File: config.mk
export PLATFORM = sky130hd
export DESIGN_NAME = paging_ctrl
export DESIGN_NICKNAME = d
export VERILOG_FILES = /design/src/logic/paging_ctrl_pkg.sv /design/src/logic/paging_ctrl.sv
export SDC_FILE = /design/constraint.sdc
export NUM_CORES = 1
export LEC_CHECK = 0
export ABC_AREA = 1
export BUFFER_PORTS_ARGS = -buffer_cell sky130_fd_sc_hd__clkbuf_2
export CORE_MARGIN = 3
export CORE_UTILIZATION = 35
export DETAILED_ROUTE_END_ITERATION = 12
export PLACE_DENSITY = 0.63
export SETUP_SLACK_MARGIN = 0.5
export SYNTH_ARGS = -nofsm -noshare
export SYNTH_HDL_FRONTEND = slang
export SYNTH_SLANG_ARGS = --single-unit
File: constraint.sdc
create_clock -name clk_in -period 11.8 [get_ports clk_in]
set_input_delay 0.59 -clock clk_in [delete_from_list [all_inputs] [get_ports clk_in]]
set_output_delay 0.59 -clock clk_in [all_outputs]
set_load 0.05 [all_outputs]
File: src/logic/paging_ctrl_pkg.sv
// Constants, field positions and packet layout of the control-packet block.
// Assumes a 20 MHz system clock and 32-bit packets, identifier in byte 3.
//
// Notes on behaviour
// - Run bit set decodes; clear enters low power.
// - Run toggles within 2 ms may cancel.
// - All-frame mode when counters nonzero or forced.
// - All-frame mode decodes and flags every frame end.
// - Temporary address assignment increments its counter.
// - Message vectors increment the all-frame counter.
// - Counters saturate between 0 and 127.
// - Counters clear on reset and run off.
// - Identifier 3 carries decrement and force bits.
// - Decrement request lowers all-frame counter by one.
// - Each set bit lowers its counter; zero disables.
// - Identifier 4 holds sixteen operator address enables.
// - Operator enables never change frame selection.
// - Identifier 5 holds the roaming control fields.
// - Ignore-resync reports resync instead of going asynchronous.
// - Network check reports bit and abandons bad frames.
// - Abandon keeps sync, or ends asynchronous search.
// - Manual collapse uses 7 and reports received collapse.
// - Assigned frames repeat by collapse; forced do not.
package paging_ctrl_pkg;

    // ****************************************************************
    // Packet layout
    // ****************************************************************
    typedef struct packed {
        logic [7:0] id;
        logic [7:0] b2;
        logic [7:0] b1;
        logic [7:0] b0;
    } packet_type;

    localparam logic [7:0] ID_CONTROL = 8'h02;
    localparam logic [7:0] ID_ALL_FRAME = 8'h03;
    localparam logic [7:0] ID_OPERATOR = 8'h04;
    localparam logic [7:0] ID_ROAMING = 8'h05;
    localparam int RUN_BIT = 0;
    localparam int DAF_BIT = 7;
    localparam int FAF_BIT = 6;
    localparam int IRS_BIT = 7;
    localparam int NBC_BIT = 6;
    localparam int MCM_BIT = 5;
    localparam int MFC_LSB = 4;
    localparam int MCO_LSB = 0;
    localparam int PACKET_BITS = 32;
    localparam int TEMP_ADDRS = 16;
    localparam int CNT_W = 7;
    localparam logic [CNT_W-1:0] CNT_MAX = 7'h7f;
    localparam logic [2:0] MANUAL_COLLAPSE = 3'h7;

    // ****************************************************************
    // Register offsets (byte addresses)
    // ****************************************************************
    localparam logic [6:0] OFS_PACKET = 7'h00;
    localparam logic [6:0] OFS_STATUS = 7'h04;
    localparam logic [6:0] OFS_SETTINGS = 7'h08;
    localparam logic [6:0] OFS_COUNT_BASE = 7'h40;

    // ****************************************************************
    // Timing
    // ****************************************************************
    localparam int CLK_HZ = 20_000_000;
    localparam int RUN_GUARD_MS = 2;
    localparam int RUN_GUARD_CYCLES = RUN_GUARD_MS * (CLK_HZ / 1000);

endpackage

File: src/logic/paging_ctrl.sv
// Control-packet interpreter of the paging decoder: run bit, all-frame
// counters, operator address enables and roaming controls.
// Assumes packets on a three-wire serial link from the host and the same
// packets, plus status, over an Avalon-MM slave; decoder events arrive as
// pulses from logic on clk_in.
//
// Our own choices: the address map and register access over Avalon-MM.
`timescale 1ns/1ps
module paging_ctrl
    import paging_ctrl_pkg::*;
#(
    parameter int RUN_GUARD = RUN_GUARD_CYCLES
) (
    // Clock and reset.
    input wire logic clk_in,
    input wire logic sys_rst_in,
    // Serial packet link from the host.
    input wire logic link_clk_in,
    input wire logic link_data_in,
    input wire logic link_sel_n_in,
    // Avalon-MM register slave.
    input wire logic [6:0] avs_address,
    input wire logic avs_read,
    input wire logic avs_write,
    input wire logic [31:0] avs_writedata,
    input wire logic [3:0] avs_byteenable,
    output logic [31:0] avs_readdata,
    output logic avs_waitrequest,
    // Decoder events.
    input wire logic temp_assign_in,
    input wire logic [3:0] temp_index_in,
    input wire logic msg_vector_in,
    input wire logic frame_end_in,
    input wire logic [6:0] frame_num_in,
    input wire logic [127:0] assigned_frame_bits_in,
    input wire logic resync_detect_in,
    input wire logic fiw_valid_in,
    input wire logic fiw_uncorrectable_in,
    input wire logic fiw_network_bit_in,
    input wire logic synchronous_in,
    input wire logic collapse_valid_in,
    input wire logic [2:0] collapse_in,
    // Decoder controls.
    output logic run_out,
    output logic low_power_out,
    output logic all_frame_mode_out,
    output logic eof_status_out,
    output logic frame_decode_out,
    output logic [15:0] temp_enables_out,
    output logic [15:0] operator_address_enables_out,
    output logic go_async_out,
    output logic abandon_frame_out,
    output logic end_aword_search_out,
    output logic [1:0] missed_frame_control_out,
    output logic [1:0] max_carry_on_out
);

    // ****************************************************************
    // Serial link receiver
    // ****************************************************************
    logic [2:0] sync1_q, sync2_q;
    logic link_clk_old_q;
    logic [5:0] bit_cnt_q;
    logic [31:0] shift_q;
    logic ser_pend_q;
    packet_type ser_pkt_q;
    logic link_rise;

    // Two flops per pin before anything looks at the link.
    always_ff @(posedge clk_in or posedge sys_rst_in) begin
        if (sys_rst_in) begin
            // Idle pin levels: deselected, data high, clock parked low.
            sync1_q <= 3'h6;
            sync2_q <= 3'h6;
            link_clk_old_q <= 1'b0;
        end else begin
            sync1_q <= {link_sel_n_in, link_data_in, link_clk_in};
            sync2_q <= sync1_q;
            link_clk_old_q <= sync2_q[0];
        end
    end

    assign link_rise = sync2_q[0] & ~link_clk_old_q;

    // whole packet first
    // Bits arrive most significant first; deselect discards a partial word.
    always_ff @(posedge clk_in or posedge sys_rst_in) begin
        if (sys_rst_in) begin
            bit_cnt_q <= 6'h00;
            shift_q <= 32'h0000_0000;
        end else if (sync2_q[2]) begin
            bit_cnt_q <= 6'h00;
        end else if (link_rise) begin
            shift_q <= {shift_q[30:0], sync2_q[1]};
            bit_cnt_q <= (bit_cnt_q == 6'(PACKET_BITS - 1)) ? 6'h00
                : bit_cnt_q + 6'h01;
        end
    end

    logic bus_pkt;
    logic pkt_valid;
    packet_type pkt;

    // A finished serial packet waits while a bus write is being applied.
    always_ff @(posedge clk_in or posedge sys_rst_in) begin
        if (sys_rst_in) begin
            ser_pend_q <= 1'b0;
            ser_pkt_q <= '0;
        end else if (link_rise && !sync2_q[2] &&
                     bit_cnt_q == 6'(PACKET_BITS - 1)) begin
            ser_pend_q <= 1'b1;
            ser_pkt_q <= {shift_q[30:0], sync2_q[1]};
        end else if (!bus_pkt) begin
            ser_pend_q <= 1'b0;
        end
    end

    // ****************************************************************
    // Avalon-MM slave
    // ****************************************************************
    logic ack_q;
    logic [31:0] rdata_q;
    logic accept;
    logic status_rd;
    logic [31:0] status_word;
    logic [31:0] settings_word;
    logic [CNT_W-1:0] ta_cnt_q [TEMP_ADDRS];
    logic [CNT_W-1:0] af_cnt_q;

    // One wait cycle on every access; the answer stands in the second.
    assign avs_waitrequest = (avs_read | avs_write) & ~ack_q;
    assign accept = (avs_read | avs_write) & ack_q;
    assign bus_pkt = accept & avs_write & (avs_address == OFS_PACKET)
        & (avs_byteenable == 4'hf);
    assign status_rd = accept & avs_read & (avs_address == OFS_STATUS);
    assign avs_readdata = rdata_q;
    assign pkt_valid = bus_pkt | ser_pend_q;
    assign pkt = bus_pkt ? packet_type'(avs_writedata) : ser_pkt_q;

    always_ff @(posedge clk_in or posedge sys_rst_in) begin
        if (sys_rst_in) begin
            ack_q <= 1'b0;
            rdata_q <= 32'h0000_0000;
        end else begin
            ack_q <= (avs_read | avs_write) & ~ack_q;
            if (avs_read && !ack_q) begin
                if (avs_address == OFS_STATUS) begin
                    rdata_q <= status_word;
                end else if (avs_address == OFS_SETTINGS) begin
                    rdata_q <= settings_word;
                end else if (avs_address == OFS_COUNT_BASE - 7'h04) begin
                    rdata_q <= {25'h0, af_cnt_q};
                end else if (avs_address >= OFS_COUNT_BASE) begin
                    rdata_q <= {25'h0, ta_cnt_q[avs_address[5:2]]};
                end else begin
                    rdata_q <= 32'h0000_0000;
                end
            end
        end
    end

    // ****************************************************************
    // Run bit with its double-change guard
    // ****************************************************************
    logic run_q, run_req_q;
    logic [$clog2(RUN_GUARD+1)-1:0] guard_q;
    logic ctl_pkt;

    assign ctl_pkt = pkt_valid && pkt.id == ID_CONTROL;

    // double change guard
    // A change waits out the guard; a toggle back inside it cancels both,
    // so a fast off-on pulse leaves the decoder in its original state.
    always_ff @(posedge clk_in or posedge sys_rst_in) begin
        if (sys_rst_in) begin
            run_q <= 1'b0;
            run_req_q <= 1'b0;
            guard_q <= '0;
        end else if (ctl_pkt && pkt.b0[RUN_BIT] != run_req_q) begin
            run_req_q <= pkt.b0[RUN_BIT];
            guard_q <= (pkt.b0[RUN_BIT] == run_q) ? '0
                : ($bits(guard_q))'(RUN_GUARD);
        end else if (guard_q == ($bits(guard_q))'(1)) begin
            guard_q <= '0;
            run_q <= run_req_q;
        end else if (guard_q != '0) begin
            guard_q <= guard_q - ($bits(guard_q))'(1);
        end
    end

    assign run_out = run_q;
    assign low_power_out = ~run_q;

    // ****************************************************************
    // Packet fields: forced frames, operator enables, roaming
    // ****************************************************************
    logic [7:0] forced_frame_bits_q;
    logic force_every_frame_q;
    logic [15:0] oae_q;
    logic ignore_resync_q, network_check_q, manual_collapse_q;
    logic [1:0] mfc_q, mco_q;

    always_ff @(posedge clk_in or posedge sys_rst_in) begin
        if (sys_rst_in) begin
            forced_frame_bits_q <= 8'h00;
            force_every_frame_q <= 1'b0;
            oae_q <= 16'h0000;
            {ignore_resync_q, network_check_q, manual_collapse_q} <= 3'h0;
            mfc_q <= 2'h0;
            mco_q <= 2'h0;
        end else if (pkt_valid) begin
            if (pkt.id == ID_CONTROL) begin
                forced_frame_bits_q <= pkt.b2;
            end else if (pkt.id == ID_ALL_FRAME) begin
                force_every_frame_q <= pkt.b2[FAF_BIT];
            end else if (pkt.id == ID_OPERATOR) begin
                oae_q <= {pkt.b1, pkt.b0};
            end else if (pkt.id == ID_ROAMING) begin
                ignore_resync_q <= pkt.b2[IRS_BIT];
                network_check_q <= pkt.b2[NBC_BIT];
                manual_collapse_q <= pkt.b2[MCM_BIT];
                mfc_q <= pkt.b0[MFC_LSB +: 2];
                mco_q <= pkt.b0[MCO_LSB +: 2];
            end
        end
    end

    assign operator_address_enables_out = oae_q;
    assign missed_frame_control_out = mfc_q;
    assign max_carry_on_out = mco_q;

    // ****************************************************************
    // Saturating all-frame and temporary-address counters
    // ****************************************************************
    logic af_pkt;
    logic [15:0] ta_dec;

    assign af_pkt = pkt_valid && pkt.id == ID_ALL_FRAME;
    assign ta_dec = af_pkt ? {pkt.b1, pkt.b0} : 16'h0000;

    // saturating step
    // Increment and decrement in one cycle cancel; ends never wrap.
    function automatic logic [CNT_W-1:0] sat_step(
        input logic [CNT_W-1:0] cnt, input logic inc, input logic dec);
        logic [CNT_W-1:0] nxt;
        nxt = cnt;
        if (inc && !dec && cnt != CNT_MAX) begin
            nxt = cnt + 7'h01;
        end else if (dec && !inc && cnt != '0) begin
            nxt = cnt - 7'h01;
        end
        return nxt;
    endfunction

    always_ff @(posedge clk_in or posedge sys_rst_in) begin
        if (sys_rst_in) begin
            af_cnt_q <= '0;
        end else if (!run_q) begin
            af_cnt_q <= '0;
        end else begin
            af_cnt_q <= sat_step(af_cnt_q, msg_vector_in,
                af_pkt & pkt.b2[DAF_BIT]);
        end
    end

    for (genvar i = 0; i < TEMP_ADDRS; i++) begin : g_temp
        always_ff @(posedge clk_in or posedge sys_rst_in) begin
            if (sys_rst_in) begin
                ta_cnt_q[i] <= '0;
            end else if (!run_q) begin
                ta_cnt_q[i] <= '0;
            end else begin
                ta_cnt_q[i] <= sat_step(ta_cnt_q[i],
                    temp_assign_in && temp_index_in == 4'(i), ta_dec[i]);
            end
        end
        assign temp_enables_out[i] = ta_cnt_q[i] != '0;
    end

    assign all_frame_mode_out = (|temp_enables_out) | (af_cnt_q != '0)
        | force_every_frame_q;

    // ****************************************************************
    // Frame selection
    // ****************************************************************
    logic [2:0] eff_collapse;
    logic [6:0] frame_mask;
    logic eof_q, decode_q;

    assign eff_collapse = manual_collapse_q ? MANUAL_COLLAPSE : collapse_in;
    assign frame_mask = 7'((8'h01 << eff_collapse) - 8'h01);

    // frame choice
    // Operator enables stay out of this term on purpose.
    always_ff @(posedge clk_in or posedge sys_rst_in) begin
        if (sys_rst_in) begin
            decode_q <= 1'b0;
            eof_q <= 1'b0;
        end else begin
            decode_q <= run_q & (all_frame_mode_out
                | assigned_frame_bits_in[frame_num_in & frame_mask]
                | (frame_num_in < 7'h08
                   & forced_frame_bits_q[frame_num_in[2:0]]));
            eof_q <= run_q & all_frame_mode_out & frame_end_in;
        end
    end

    assign frame_decode_out = decode_q;
    assign eof_status_out = eof_q;

    // ****************************************************************
    // Roaming events and status flags
    // ****************************************************************
    logic rsr_q, nbu_q, nbit_q, scu_q;
    logic [2:0] rsc_q;
    logic async_q, abandon_q, end_search_q;
    logic bad_frame;

    assign bad_frame = fiw_valid_in & network_check_q
        & (fiw_uncorrectable_in | ~fiw_network_bit_in);

    always_ff @(posedge clk_in or posedge sys_rst_in) begin
        if (sys_rst_in) begin
            async_q <= 1'b0;
            abandon_q <= 1'b0;
            end_search_q <= 1'b0;
        end else begin
            async_q <= resync_detect_in & ~ignore_resync_q;
            abandon_q <= bad_frame;
            end_search_q <= bad_frame & ~synchronous_in;
        end
    end

    // sticky flags
    // Reading status clears the three flags, but an event in that cycle wins; nbit_q and rsc_q hold.
    always_ff @(posedge clk_in or posedge sys_rst_in) begin
        if (sys_rst_in) begin
            {rsr_q, nbu_q, nbit_q, scu_q} <= 4'h0;
            rsc_q <= 3'h0;
        end else begin
            rsr_q <= (resync_detect_in & ignore_resync_q)
                | (rsr_q & ~status_rd);
            nbu_q <= (fiw_valid_in & network_check_q) | (nbu_q & ~status_rd);
            scu_q <= (collapse_valid_in & manual_collapse_q)
                | (scu_q & ~status_rd);
            if (fiw_valid_in && network_check_q) begin
                nbit_q <= fiw_network_bit_in;
            end
            if (collapse_valid_in && manual_collapse_q) begin
                rsc_q <= collapse_in;
            end
        end
    end

    assign go_async_out = async_q;
    assign abandon_frame_out = abandon_q;
    assign end_aword_search_out = end_search_q;
    assign status_word = {22'h0, rsc_q, scu_q, nbit_q, nbu_q, rsr_q,
        all_frame_mode_out, run_req_q, run_q};
    assign settings_word = {oae_q, forced_frame_bits_q, mfc_q, mco_q,
        ignore_resync_q, network_check_q, manual_collapse_q,
        force_every_frame_q};

    // ****************************************************************
    // Checks
    // ****************************************************************
    property p_run_off_clears;
        @(posedge clk_in) disable iff (sys_rst_in)
        !run_q |=> af_cnt_q == '0 && !temp_enables_out[0];
    endproperty
    a_run_off_clears: assert property (p_run_off_clears)
        else $error("Counters not cleared while decoder is off.");

    property p_mode;
        @(posedge clk_in) disable iff (sys_rst_in)
        (af_cnt_q != '0 || force_every_frame_q) |-> all_frame_mode_out;
    endproperty
    a_mode: assert property (p_mode)
        else $error("All-frame mode missing with a cause present.");

    property p_saturate;
        @(posedge clk_in) disable iff (sys_rst_in)
        run_q && af_cnt_q == CNT_MAX && !(af_pkt && pkt.b2[DAF_BIT])
        |=> af_cnt_q == CNT_MAX;
    endproperty
    a_saturate: assert property (p_saturate)
        else $error("All-frame counter wrapped past its top.");

    property p_decrement;
        @(posedge clk_in) disable iff (sys_rst_in)
        run_q && af_pkt && pkt.b2[DAF_BIT] && !msg_vector_in
        && af_cnt_q != '0 |=> af_cnt_q == $past(af_cnt_q) - 7'h01;
    endproperty
    a_decrement: assert property (p_decrement)
        else $error("Decrement request did not lower the counter.");

    property p_operator;
        @(posedge clk_in) disable iff (sys_rst_in)
        pkt_valid && pkt.id == ID_OPERATOR
        |=> operator_address_enables_out == $past({pkt.b1, pkt.b0});
    endproperty
    a_operator: assert property (p_operator)
        else $error("Operator enables not loaded from packet.");

    property p_guard;
        @(posedge clk_in) disable iff (sys_rst_in)
        run_q != $past(run_q) |-> $past(guard_q) == 1;
    endproperty
    a_guard: assert property (p_guard)
        else $error("Run bit changed before the guard ran out.");

    property p_ignore_resync;
        @(posedge clk_in) disable iff (sys_rst_in)
        resync_detect_in && ignore_resync_q |=> rsr_q && !go_async_out;
    endproperty
    a_ignore_resync: assert property (p_ignore_resync)
        else $error("Ignored resync still went asynchronous.");

    property p_abandon;
        @(posedge clk_in) disable iff (sys_rst_in)
        fiw_valid_in && network_check_q
        && (fiw_uncorrectable_in || !fiw_network_bit_in)
        |=> abandon_frame_out
        && end_aword_search_out != $past(synchronous_in);
    endproperty
    a_abandon: assert property (p_abandon)
        else $error("Bad frame info word not abandoned.");

endmodule

==> metrics.cfg, run 1 <==
[status]
outcome = finished clean

[sta]
period_minus_slack_ns = 4.66
worstMarginPinSlew_ns = 1.21
rsz0062_at_grt = no
worst_hold_slack_ns = 0.123
fin_crit_sh = 0.395
skew_ns = 0.0268
drv_slew = 0
setup_viol_count_final = 0
hold_viol = 0
slew-limit-headroom = 0.187
fmax_mhz = 214
finalSetupTns_ns = 0

[setup_path]
timing.rr.start = ack_q
rrSetupSlack_ns = 7.14
cp_slowest_stage_delay_ns = 0.65
rr_endpoint = ta_cnt_q[97]
crit_path_max_fanout = 38
crit_family = simple AND/OR/NAND/NOR gates
start_kind = flip-flop
worstPathArrival_ns = 5.11
reg2reg_depth = 22
cp_slowest_cell = buf_4
crit_chain = inv_1, nor4_4, nand2_4, clkinv_4, nand2_1, nand2_1, nand2_1, nor2_4, buf_4, nand3_2, nand2_2, inv_1, fa_1, o21ai_0, a21o_1, a21oi_1, xor2_1, inv_1, nand2_1, nand2_1, nand2_1, nand2_1
cp.required_ns = 12.25
worst_setup_path_end_kind = flip-flop
worst-setup-path-type = reg2reg
critical_path.most_common_cell = nand2_1
path_buf_inv = 5

[global_route]
overflow = 0
grt_max_degree = 89
grt_use_total = 0.202
grt_antenna_before_repair = 7
grt_pass1_vias = 18600
grt_pass1_wl_mm = 102

[logic_synthesis]
synth_fp_nets = 3087
syn_area_um2 = 20800
synthTopCellsByCount = nand2_1, inv_1, dfrtp_1
ys_warn_count = 0
synth_most_common_cell = nand2_1
ys_top_cells_by_area = dfrtp_1, nand2_1, inv_1
ys_async_sr_fraction = 1.00
synth_edf_count = 0
syn_avg_cell_area_um2 = 7.51
synth_cell_type_count = 58
synthFlopType = dfrtp_1
yosysTopAreaCell = dfrtp_1
ys_ff_latch = 291
ys_seq_area_frac = 0.351
synth_top_area_frac = 0.346
synthCells = 2763

[hold_path]
hold_path_class = in2async

[drt]
first_pass_iters = 5
totalWireLength_mm = 64.5
num_vias = 19500
ant_nets = 0
routedWlPerCell_um = 17.0
drtIter0Drc = 1520
drcViolationCount = 0
via_per_inst = 5.13

[power]
p_clk_frac = 0.235
powerDensity_nw_per_um2 = 200
p_int_mw = 2.74
power.leakage_nw = 12.5
p_sw_mw = 2.06
p_comb_frac = 0.456
power_frac_seq = 0.309
switching_share = 0.429
power.ir.vdd_worst_v = 0.0000965

[cts]
insertion_delay_ns = 0.57
htree_levels = 2
clock-sinks = 291
cts_setup_buffers = 0
cts-root-buf = clkbuf_16
postCtsHoldBufs = 0
cts_buffers = 37
clockBufferDepth = 3
post_cts_resized = 0
clk_pin_slew_ns = 0.06
cts_tree = yes

[placed_design]
dp_hpwl_mm = 48.0
port-buffer-count = 277
gp_congestion = 0.902

[finish]
area_delta_synth_final_pct = 15.6
nets = 3327
layout-drive-gt1-share = 0.155

[die]
chipWidth_um = 250
start_util = 0.357
dieArea_um2 = 62300
boundaryPins = 278
coreArea_um2 = 58100
rows = 88
die-height_um = 250

[run]
drv_cap = 0

final cells by class:
class	instances	area (um2)
fillers	6037	34100
multi-input cells	1951	11400
flip-flops and latches	291	7290
inverters	426	1610
repair buffers	296	1530
clock buffers	55	1060
well taps	765	957
clock inverters	12	133
diodes	4	10.0
placed cells by master (no fill, tap or decap), types with 27 or more instances in the layout:
cell | netlist | layout
nand2_1 | 675 | 673
o22ai_1 | 45 | 45
ha_1 | 106 | 106
dfrtp_1 | 287 | 286
nand3_1 | 193 | 192
o21ai_1 | 32 | 32
nand3_2 | 26 | 27
nand3b_1 | 43 | 43
inv_1 | 420 | 419
a21oi_1 | 81 | 81
o21ai_0 | 187 | 187
clkbuf_16 | 0 | 37
nor2_1 | 136 | 134
xor2_1 | 45 | 45
xnor2_1 | 52 | 52
clkbuf_2 | 0 | 277
nand4_1 | 133 | 133
how the worst max path moves through the flow:
stage / startpoint / to / slack [ns] / cells after the start
3_3_place_gp: avs_address[3] / ta_cnt_q[55] / 6.74 / 26
2_1_floorplan: sys_rst_in / abandon_frame_out / 3.18 / 1
5_1_grt: ack_q / ta_cnt_q[55] / 6.78 / 23
6_report: ack_q / ta_cnt_q[97] / 7.14 / 22
3_5_place_dp: avs_address[3] / ta_cnt_q[97] / 6.65 / 25
4_1_cts: ack_q / ta_cnt_q[97] / 7.20 / 22
routing by layer:
| layer | wire length (um) | GRT usage | vias to the layer above |
|---|---|---|---|
| met5 | 13 | 0 | - |
| li1 | - | - | 9636 |
| met2 | 29900 | 0.333 | 656 |
| met4 | 1980 | 0.0637 | 2 |
| met3 | 4870 | 0.0447 | 105 |
| met1 | 27800 | 0.265 | 9076 |
through the flow:
step           area [um2]  utilization  power, mW  worst slack, ns  instances
3_3_place_gp        22800        0.392       3.63             6.74       3729
6_report            24000        0.413       4.80             7.14       3800
4_1_cts             24000        0.413       4.81             7.20       3796
2_1_floorplan       20800            -       3.13             3.18       2763
5_1_grt             24000        0.413       5.20             6.78       3798
3_5_place_dp        22800        0.392       3.65             6.65       3729
power by group through the flow:
stage / Clock (mW) / Sequential, mW / Combinational (mW)
global route: 1.19 / 1.52 / 2.50
finish: 1.13 / 1.48 / 2.19
CTS: 1.16 / 1.48 / 2.18
detailed placement: 0 / 1.49 / 2.16
floorplan: 0 / 1.42 / 1.71
global placement: 0 / 1.49 / 2.14
registers in the layout, summed over array words and instances (netlist names), 3 cells and up:
register	count
sync2_q	3
avs_readdata	32
operator_address_enables_out	16
ser_pkt_q	32
forced_frame_bits_q	8
bit_cnt_q	6
rsc_q	3
shift_q	31
guard_q	16
ta_cnt_q	112
sync1_q	3
af_cnt_q	7
logic make-up (layout without fill, tap and decap cells):
| group | Yosys count | after routing | synth area share |
|---|---|---|---|
| buffers and inverters | 521 | 789 | 0.101 |
| multiplexers | 12 | 12 | 0.00603 |
| other | 0 | 4 | 0 |
| AO/OA/AOI/OAI | 424 | 424 | 0.118 |
| AND/OR/NAND/NOR | 1295 | 1295 | 0.302 |
| adder cells (fa/ha/maj) | 123 | 123 | 0.0803 |
| XOR/XNOR | 97 | 97 | 0.0409 |
| flip-flops | 291 | 291 | 0.351 |
No activity file was read; power rests on OpenSTA's default activity.
==> run 2, diff against run 1 <==
clock period = 4.4 ns   (was 11.8 ns; I/O delays follow)
==> run 2 against run 1 <==
Compared with the run above:
- cell count is 0.63% higher
- design area is 1.5% higher
- sequential power grew to 2.7 times the previous value
- clock power grew to 2.6 times the previous value
- critical path type is now reg2out
==> metrics.cfg, run 2 (synthesis gave the netlist of run 1 again) <==
[drt]
via_per_inst = 5.16  ; +0.69%
drcViolationCount = 0  ; unchanged
totalWireLength_mm = 66.5  ; +3.1%
num_vias = 19700  ; +1.3%
routedWlPerCell_um = 17.4  ; +2.4%
first_pass_iters = 7  ; +2
drtIter0Drc = 1690  ; +11%
ant_nets = 0  ; unchanged

[finish]
nets = 3360  ; +0.99%
layout_commonest_cell = nand2_1
area_delta_synth_final_pct = 17.4
final_cell_mix = nand2_1, inv_1, dfrtp_1
regMostFlops = ta_cnt_q
largest_reg_flops = 112  ; unchanged
layout-drive-gt1-share = 0.159  ; +0.00387

[setup_path]
crit_path_max_fanout = 5  ; -87%
start_kind = flip-flop
cp_slowest_cell = nor4_1
cp.required_ns = 4.18  ; -8.07 ns
worst-setup-path-type = reg2out
reg2reg_depth = 22  ; unchanged
worstPathArrival_ns = 3.45  ; -1.66 ns
worst_setup_path_end_kind = output port
cp_slowest_stage_delay_ns = 0.63  ; -0.02 ns
crit_chain = inv_1, nand4_1, nor4_1, nand2_1, nor3_1, nand3_1, or2_2, clkbuf_2

[die]
dieArea_um2 = 62300  ; unchanged
start_util = 0.357  ; unchanged
chipWidth_um = 250  ; unchanged
boundaryPins = 278  ; unchanged
rows = 88  ; unchanged
coreArea_um2 = 58100  ; unchanged
die-height_um = 250  ; unchanged

[placed_design]
dp_hpwl_mm = 49.6  ; +3.5%
gp_congestion = 0.930  ; +3.2%
port-buffer-count = 277  ; unchanged

[power]
powerDensity_nw_per_um2 = 527  ; +160%
power.leakage_nw = 12.7  ; +1.3%
power.ir.vdd_worst_v = 0.000272  ; +180%
total_power_mw = 12.8  ; +170%

[sta]
finalSetupTns_ns = 0  ; unchanged
fin_crit_sh = 0.833
skew_ns = 0.0353  ; +0.00851 ns
drv_slew = 0  ; unchanged
hold_viol = 0  ; unchanged
period_minus_slack_ns = 3.67
rsz0062_at_grt = no
fmax_mhz = 273
slew-limit-headroom = 0.270  ; +0.0822
setup_viol_count_final = 0  ; unchanged
worstMarginPinSlew_ns = 1.09  ; -0.113 ns

[cts]
clockBufferDepth = 3  ; unchanged
cts_tree = yes
htree_levels = 2  ; unchanged
clock-sinks = 291  ; unchanged
insertion_delay_ns = 0.56  ; about the same
cts_buffers = 38  ; +2.7%
cts-root-buf = clkbuf_16
clk_pin_slew_ns = 0.05  ; about the same

[hold_path]
min_path_cells = 3
hold_path_class = in2reg

[global_route]
overflow = 0  ; unchanged
grt_use_total = 0.207  ; +0.00429
grt_max_degree = 93  ; +4.5%
grt_pass1_wl_mm = 104  ; +1.6%
grt_pass1_vias = 18600  ; +0.027%
grt_antenna_before_repair = 3  ; -4

[status]
outcome = finished clean

[run]
drv_cap = 0  ; unchanged

## run 2: where the power goes
part / internal [mW] / switching (mW)
sequential: 3.25 / 0.726
clock: 1.77 / 1.20
combinational: 2.32 / 3.58
total: 7.34 / 5.50
## run 2: cell type report
class                      count  area, um2
clock buffer                  58       1140
antenna                        1       2.50
fill                        5998      33800
tap                          765        957
inverter                     426       1610
multi-input combinational   1952      11500
sequential                   291       7290
clock inverter                 4       27.5
timing repair buffer         327       1880
## run 2: critical path: cells and delay by family, from the launching register on
kind | cells | cell delay, ns
buffers and inverters | 2 | 0.47
and+or+nand+nor | 6 | 2.01
DFF | 1 | 0.39
## run 2: repair_timing
| action | CTS | global route |
|---|---|---|
| buffers inserted | 0 | 1 |
| hold buffers | 12 | 0 |
| pin swaps | 0 | 2 |
| cloned | 1 | 1 |
| setup endpoints to repair | 8 | 20 |
| endpoints found under the hold margin | 47 | 0 |
| gates resized for setup | 2 | 21 |
## run 2: per-stage QoR
step	util	cells	cell area [um2]	setup WS [ns]	hold WS, ns
CTS	0.418	3821	24300	0.506	0.00147
floorplan	-	2763	20800	0.322	0.224
finish	0.419	3824	24400	0.735	0.0114
global route	0.419	3823	24400	0.512	0.0399
detailed placement	0.395	3746	23000	0.273	0.317
global placement	0.395	3746	23000	0.345	0.323
## run 2: path summary, 6_finish.rpt
| check | start | to | slack, ns |
|---|---|---|---|
| setup / recovery | ta_cnt_q[84] | all_frame_mode_out | 0.73 |
| hold / removal | avs_writedata[19] | forced_frame_bits_q[3] | 0.01 |
| setup reg to reg | ack_q | ta_cnt_q[111] | 0.74 |
| hold reg to reg | sync1_q[0] | sync2_q[0] | 0.35 |
| max in group asynchronous | sys_rst_in | bit_cnt_q[5] | 2.94 |
| min in group asynchronous | sys_rst_in | shift_q[19] | 0.46 |
## run 2: per-layer routing
layer / global-route usage / part of all wire / up-vias
met5: 0 / 0.00020 / -
met4: 0.0837 / 0.046 / 2
met3: 0.0346 / 0.064 / 138
met2: 0.342 / 0.46 / 640
met1: 0.269 / 0.43 / 9253
li1: - / - / 9700
==> run 3, diff against run 2 <==
PLACE_DENSITY = 0.65   (was 0.63)
clock period = 3 ns   (was 4.4 ns; I/O delays follow)
==> run 3 against run 2 <==
Compared with the run above:
- the run now ends with negative setup slack left
- worst setup slack got worse by 1.2 ns
- cell count is 10% higher
- sequential power up 50%
- critical path type is now reg2reg
- largest cell class unchanged
==> metrics.cfg, run 3 (synthesis gave the netlist of run 1 again) <==
[finish]
layout_commonest_cell = nand2_1
nets = 3745  ; +11%
regMostFlops = ta_cnt_q
fillers = 5342  ; -11%
area_delta_synth_final_pct = 44.9
largest_reg_flops = 112  ; unchanged
layout-drive-gt1-share = 0.348  ; +0.189
final_cell_mix = nand2_1, inv_1, buf_4

[global_route]
grt_use_total = 0.227  ; +0.0208
grt_antenna_before_repair = 1  ; -2
grt_pass1_wl_mm = 114  ; +10%
grt_pass1_vias = 20900  ; +12%
overflow = 0  ; unchanged
grt_max_degree = 71  ; -24%

[die]
boundaryPins = 278  ; unchanged
coreArea_um2 = 58100  ; unchanged
chipWidth_um = 250  ; unchanged
rows = 88  ; unchanged
dieArea_um2 = 62300  ; unchanged
start_util = 0.357  ; unchanged
die-height_um = 250  ; unchanged

[cts]
insertion_delay_ns = 0.55  ; about the same
cts_tree = yes
clk_pin_slew_ns = 0.06  ; about the same
cts_buffers = 36  ; -5.3%
htree_levels = 2  ; unchanged
cts-root-buf = clkbuf_16
clockBufferDepth = 3  ; unchanged
clock-sinks = 291  ; unchanged

[setup_path]
path_buf_inv = 7  ; +5
cp_slowest_stage_delay_ns = 0.36  ; -0.27 ns
worst-setup-path-type = reg2reg
cp_slowest_cell = dfrtp_1
cp.required_ns = 3.43  ; -0.75 ns
critical_path.most_common_cell = nand2_1
crit_path_max_fanout = 6  ; +1
crit_family = simple AND/OR/NAND/NOR gates
worstPathArrival_ns = 3.85  ; +0.40 ns
worst_setup_path_end_kind = flip-flop
start_kind = flip-flop
crit_chain = inv_2, nor4_4, nand2_4, buf_6, o21ai_4, inv_2, nor2_8, buf_12, buf_6, nand3_4, nand2_8, inv_4, fa_2, o21ai_2, nand2_1, nand2_1, a21oi_2, xor2_1, inv_1, nand2_1, nand2_1, nand2_1, nand2_1

[drt]
num_vias = 21800  ; +10%
first_pass_iters = 6  ; -1
totalWireLength_mm = 75.0  ; +13%
ant_nets = 0  ; unchanged
drtIter0Drc = 1839  ; +8.8%
drcViolationCount = 0  ; unchanged
via_per_inst = 5.17  ; +0.28%
routedWlPerCell_um = 17.8  ; +2.4%

[placed_design]
dp_hpwl_mm = 54.4  ; +9.5%
port-buffer-count = 277  ; unchanged
gp_congestion = 0.961  ; +3.3%

[run]
drv_cap = 0  ; unchanged

[sta]
hold_viol = 0  ; unchanged
setup_ws_ns = -0.416  ; -1.15 ns
rsz0062_at_grt = yes
drv_slew = 0  ; unchanged
skew_ns = 0.0361  ; +0.000797 ns
period_minus_slack_ns = 3.42
slew-limit-headroom = 0.270  ; about the same
setup_viol_count_final = 54  ; +54
fmax_mhz = 293
finalSetupTns_ns = -8.18  ; -8.18 ns
fin_crit_sh = 1.14
worstMarginPinSlew_ns = 1.09  ; -0.000213 ns

[status]
outcome = finished with violations
violations = negative setup slack

[power]
power.leakage_nw = 15.1  ; +19%
total_power_mw = 23.6  ; +84%
powerDensity_nw_per_um2 = 786  ; +49%
power.ir.vdd_worst_v = 0.000385  ; +41%

[hold_path]
hold_path_class = in2reg

## run 3: worst reg2reg max path: cells and delay by family, from the launching register on
kind	cells	cell delay, ns
compound gates	3	0.36
xor+xnor	1	0.19
fa+ha+maj	1	0.36
buf+inv	7	0.72
flops	1	0.36
simple gates	11	1.30
## run 3: what timing repair did
action,in CTS,in global routing
endpoints found under the hold margin,46,0
setup buffers,58,60
setup endpoints to repair,123,159
gates cloned,3,3
gates resized for setup,197,208
hold buffers,21,0
pin swaps,64,117
## run 3: where the power goes
group          total (mW)  internal (mW)  switching, mW
combinational        13.4           6.40           6.97
sequential           5.97           4.78           1.19
clock                4.30           2.51           1.80
total                23.6           13.7           9.96
## run 3: stage by stage
stage	cell area [um2]	setup WS, ns	std cells	util	hold WS (ns)
final	30100	-0.416	4211	0.517	0.0231
after global routing	30100	-0.563	4209	0.517	0.0746
after CTS	28500	-0.190	4146	0.490	0.00719
after detailed placement	25800	-0.439	4003	0.444	0.239
after global placement	25800	-0.403	4003	0.444	0.241
after floorplan	21600	-1.01	2763	-	0.154
## run 3: area by class of cell
class	count	area, um2	area share
Timing Repair Buffer	713	5480	0.182
Inverter	426	1640	0.0544
Tap cell	765	957	0.0318
Antenna cell	2	5.00	0.000166
Clock buffer	49	1030	0.0343
Clock inverter	12	113	0.00374
Sequential cell	291	7300	0.243
Multi-Input combinational cell	1953	13600	0.451
## run 3: path summary, 6_finish.rpt
path                                   start          end  slack [ns]  cells past startpoint
setup / recovery                       ack_q  ta_cnt_q[6]       -0.42                     23
hold / removal             collapse_valid_in        scu_q        0.02                      3
setup reg to reg                       ack_q  ta_cnt_q[6]       -0.42                     23
hold reg to reg                   sync1_q[0]   sync2_q[0]        0.35                      0
max in group asynchronous         sys_rst_in   sync1_q[2]        1.79                      4
min in group asynchronous         sys_rst_in   guard_q[4]        0.39                      3
## run 3: metal layers
layer | vias up | global-route usage | part of all wire
li1 | 10500 | - | -
met1 | 10300 | 0.287 | 0.40
met2 | 855 | 0.385 | 0.48
met3 | 172 | 0.0383 | 0.070
met4 | 0 | 0.0962 | 0.046
met5 | - | 0 | 0
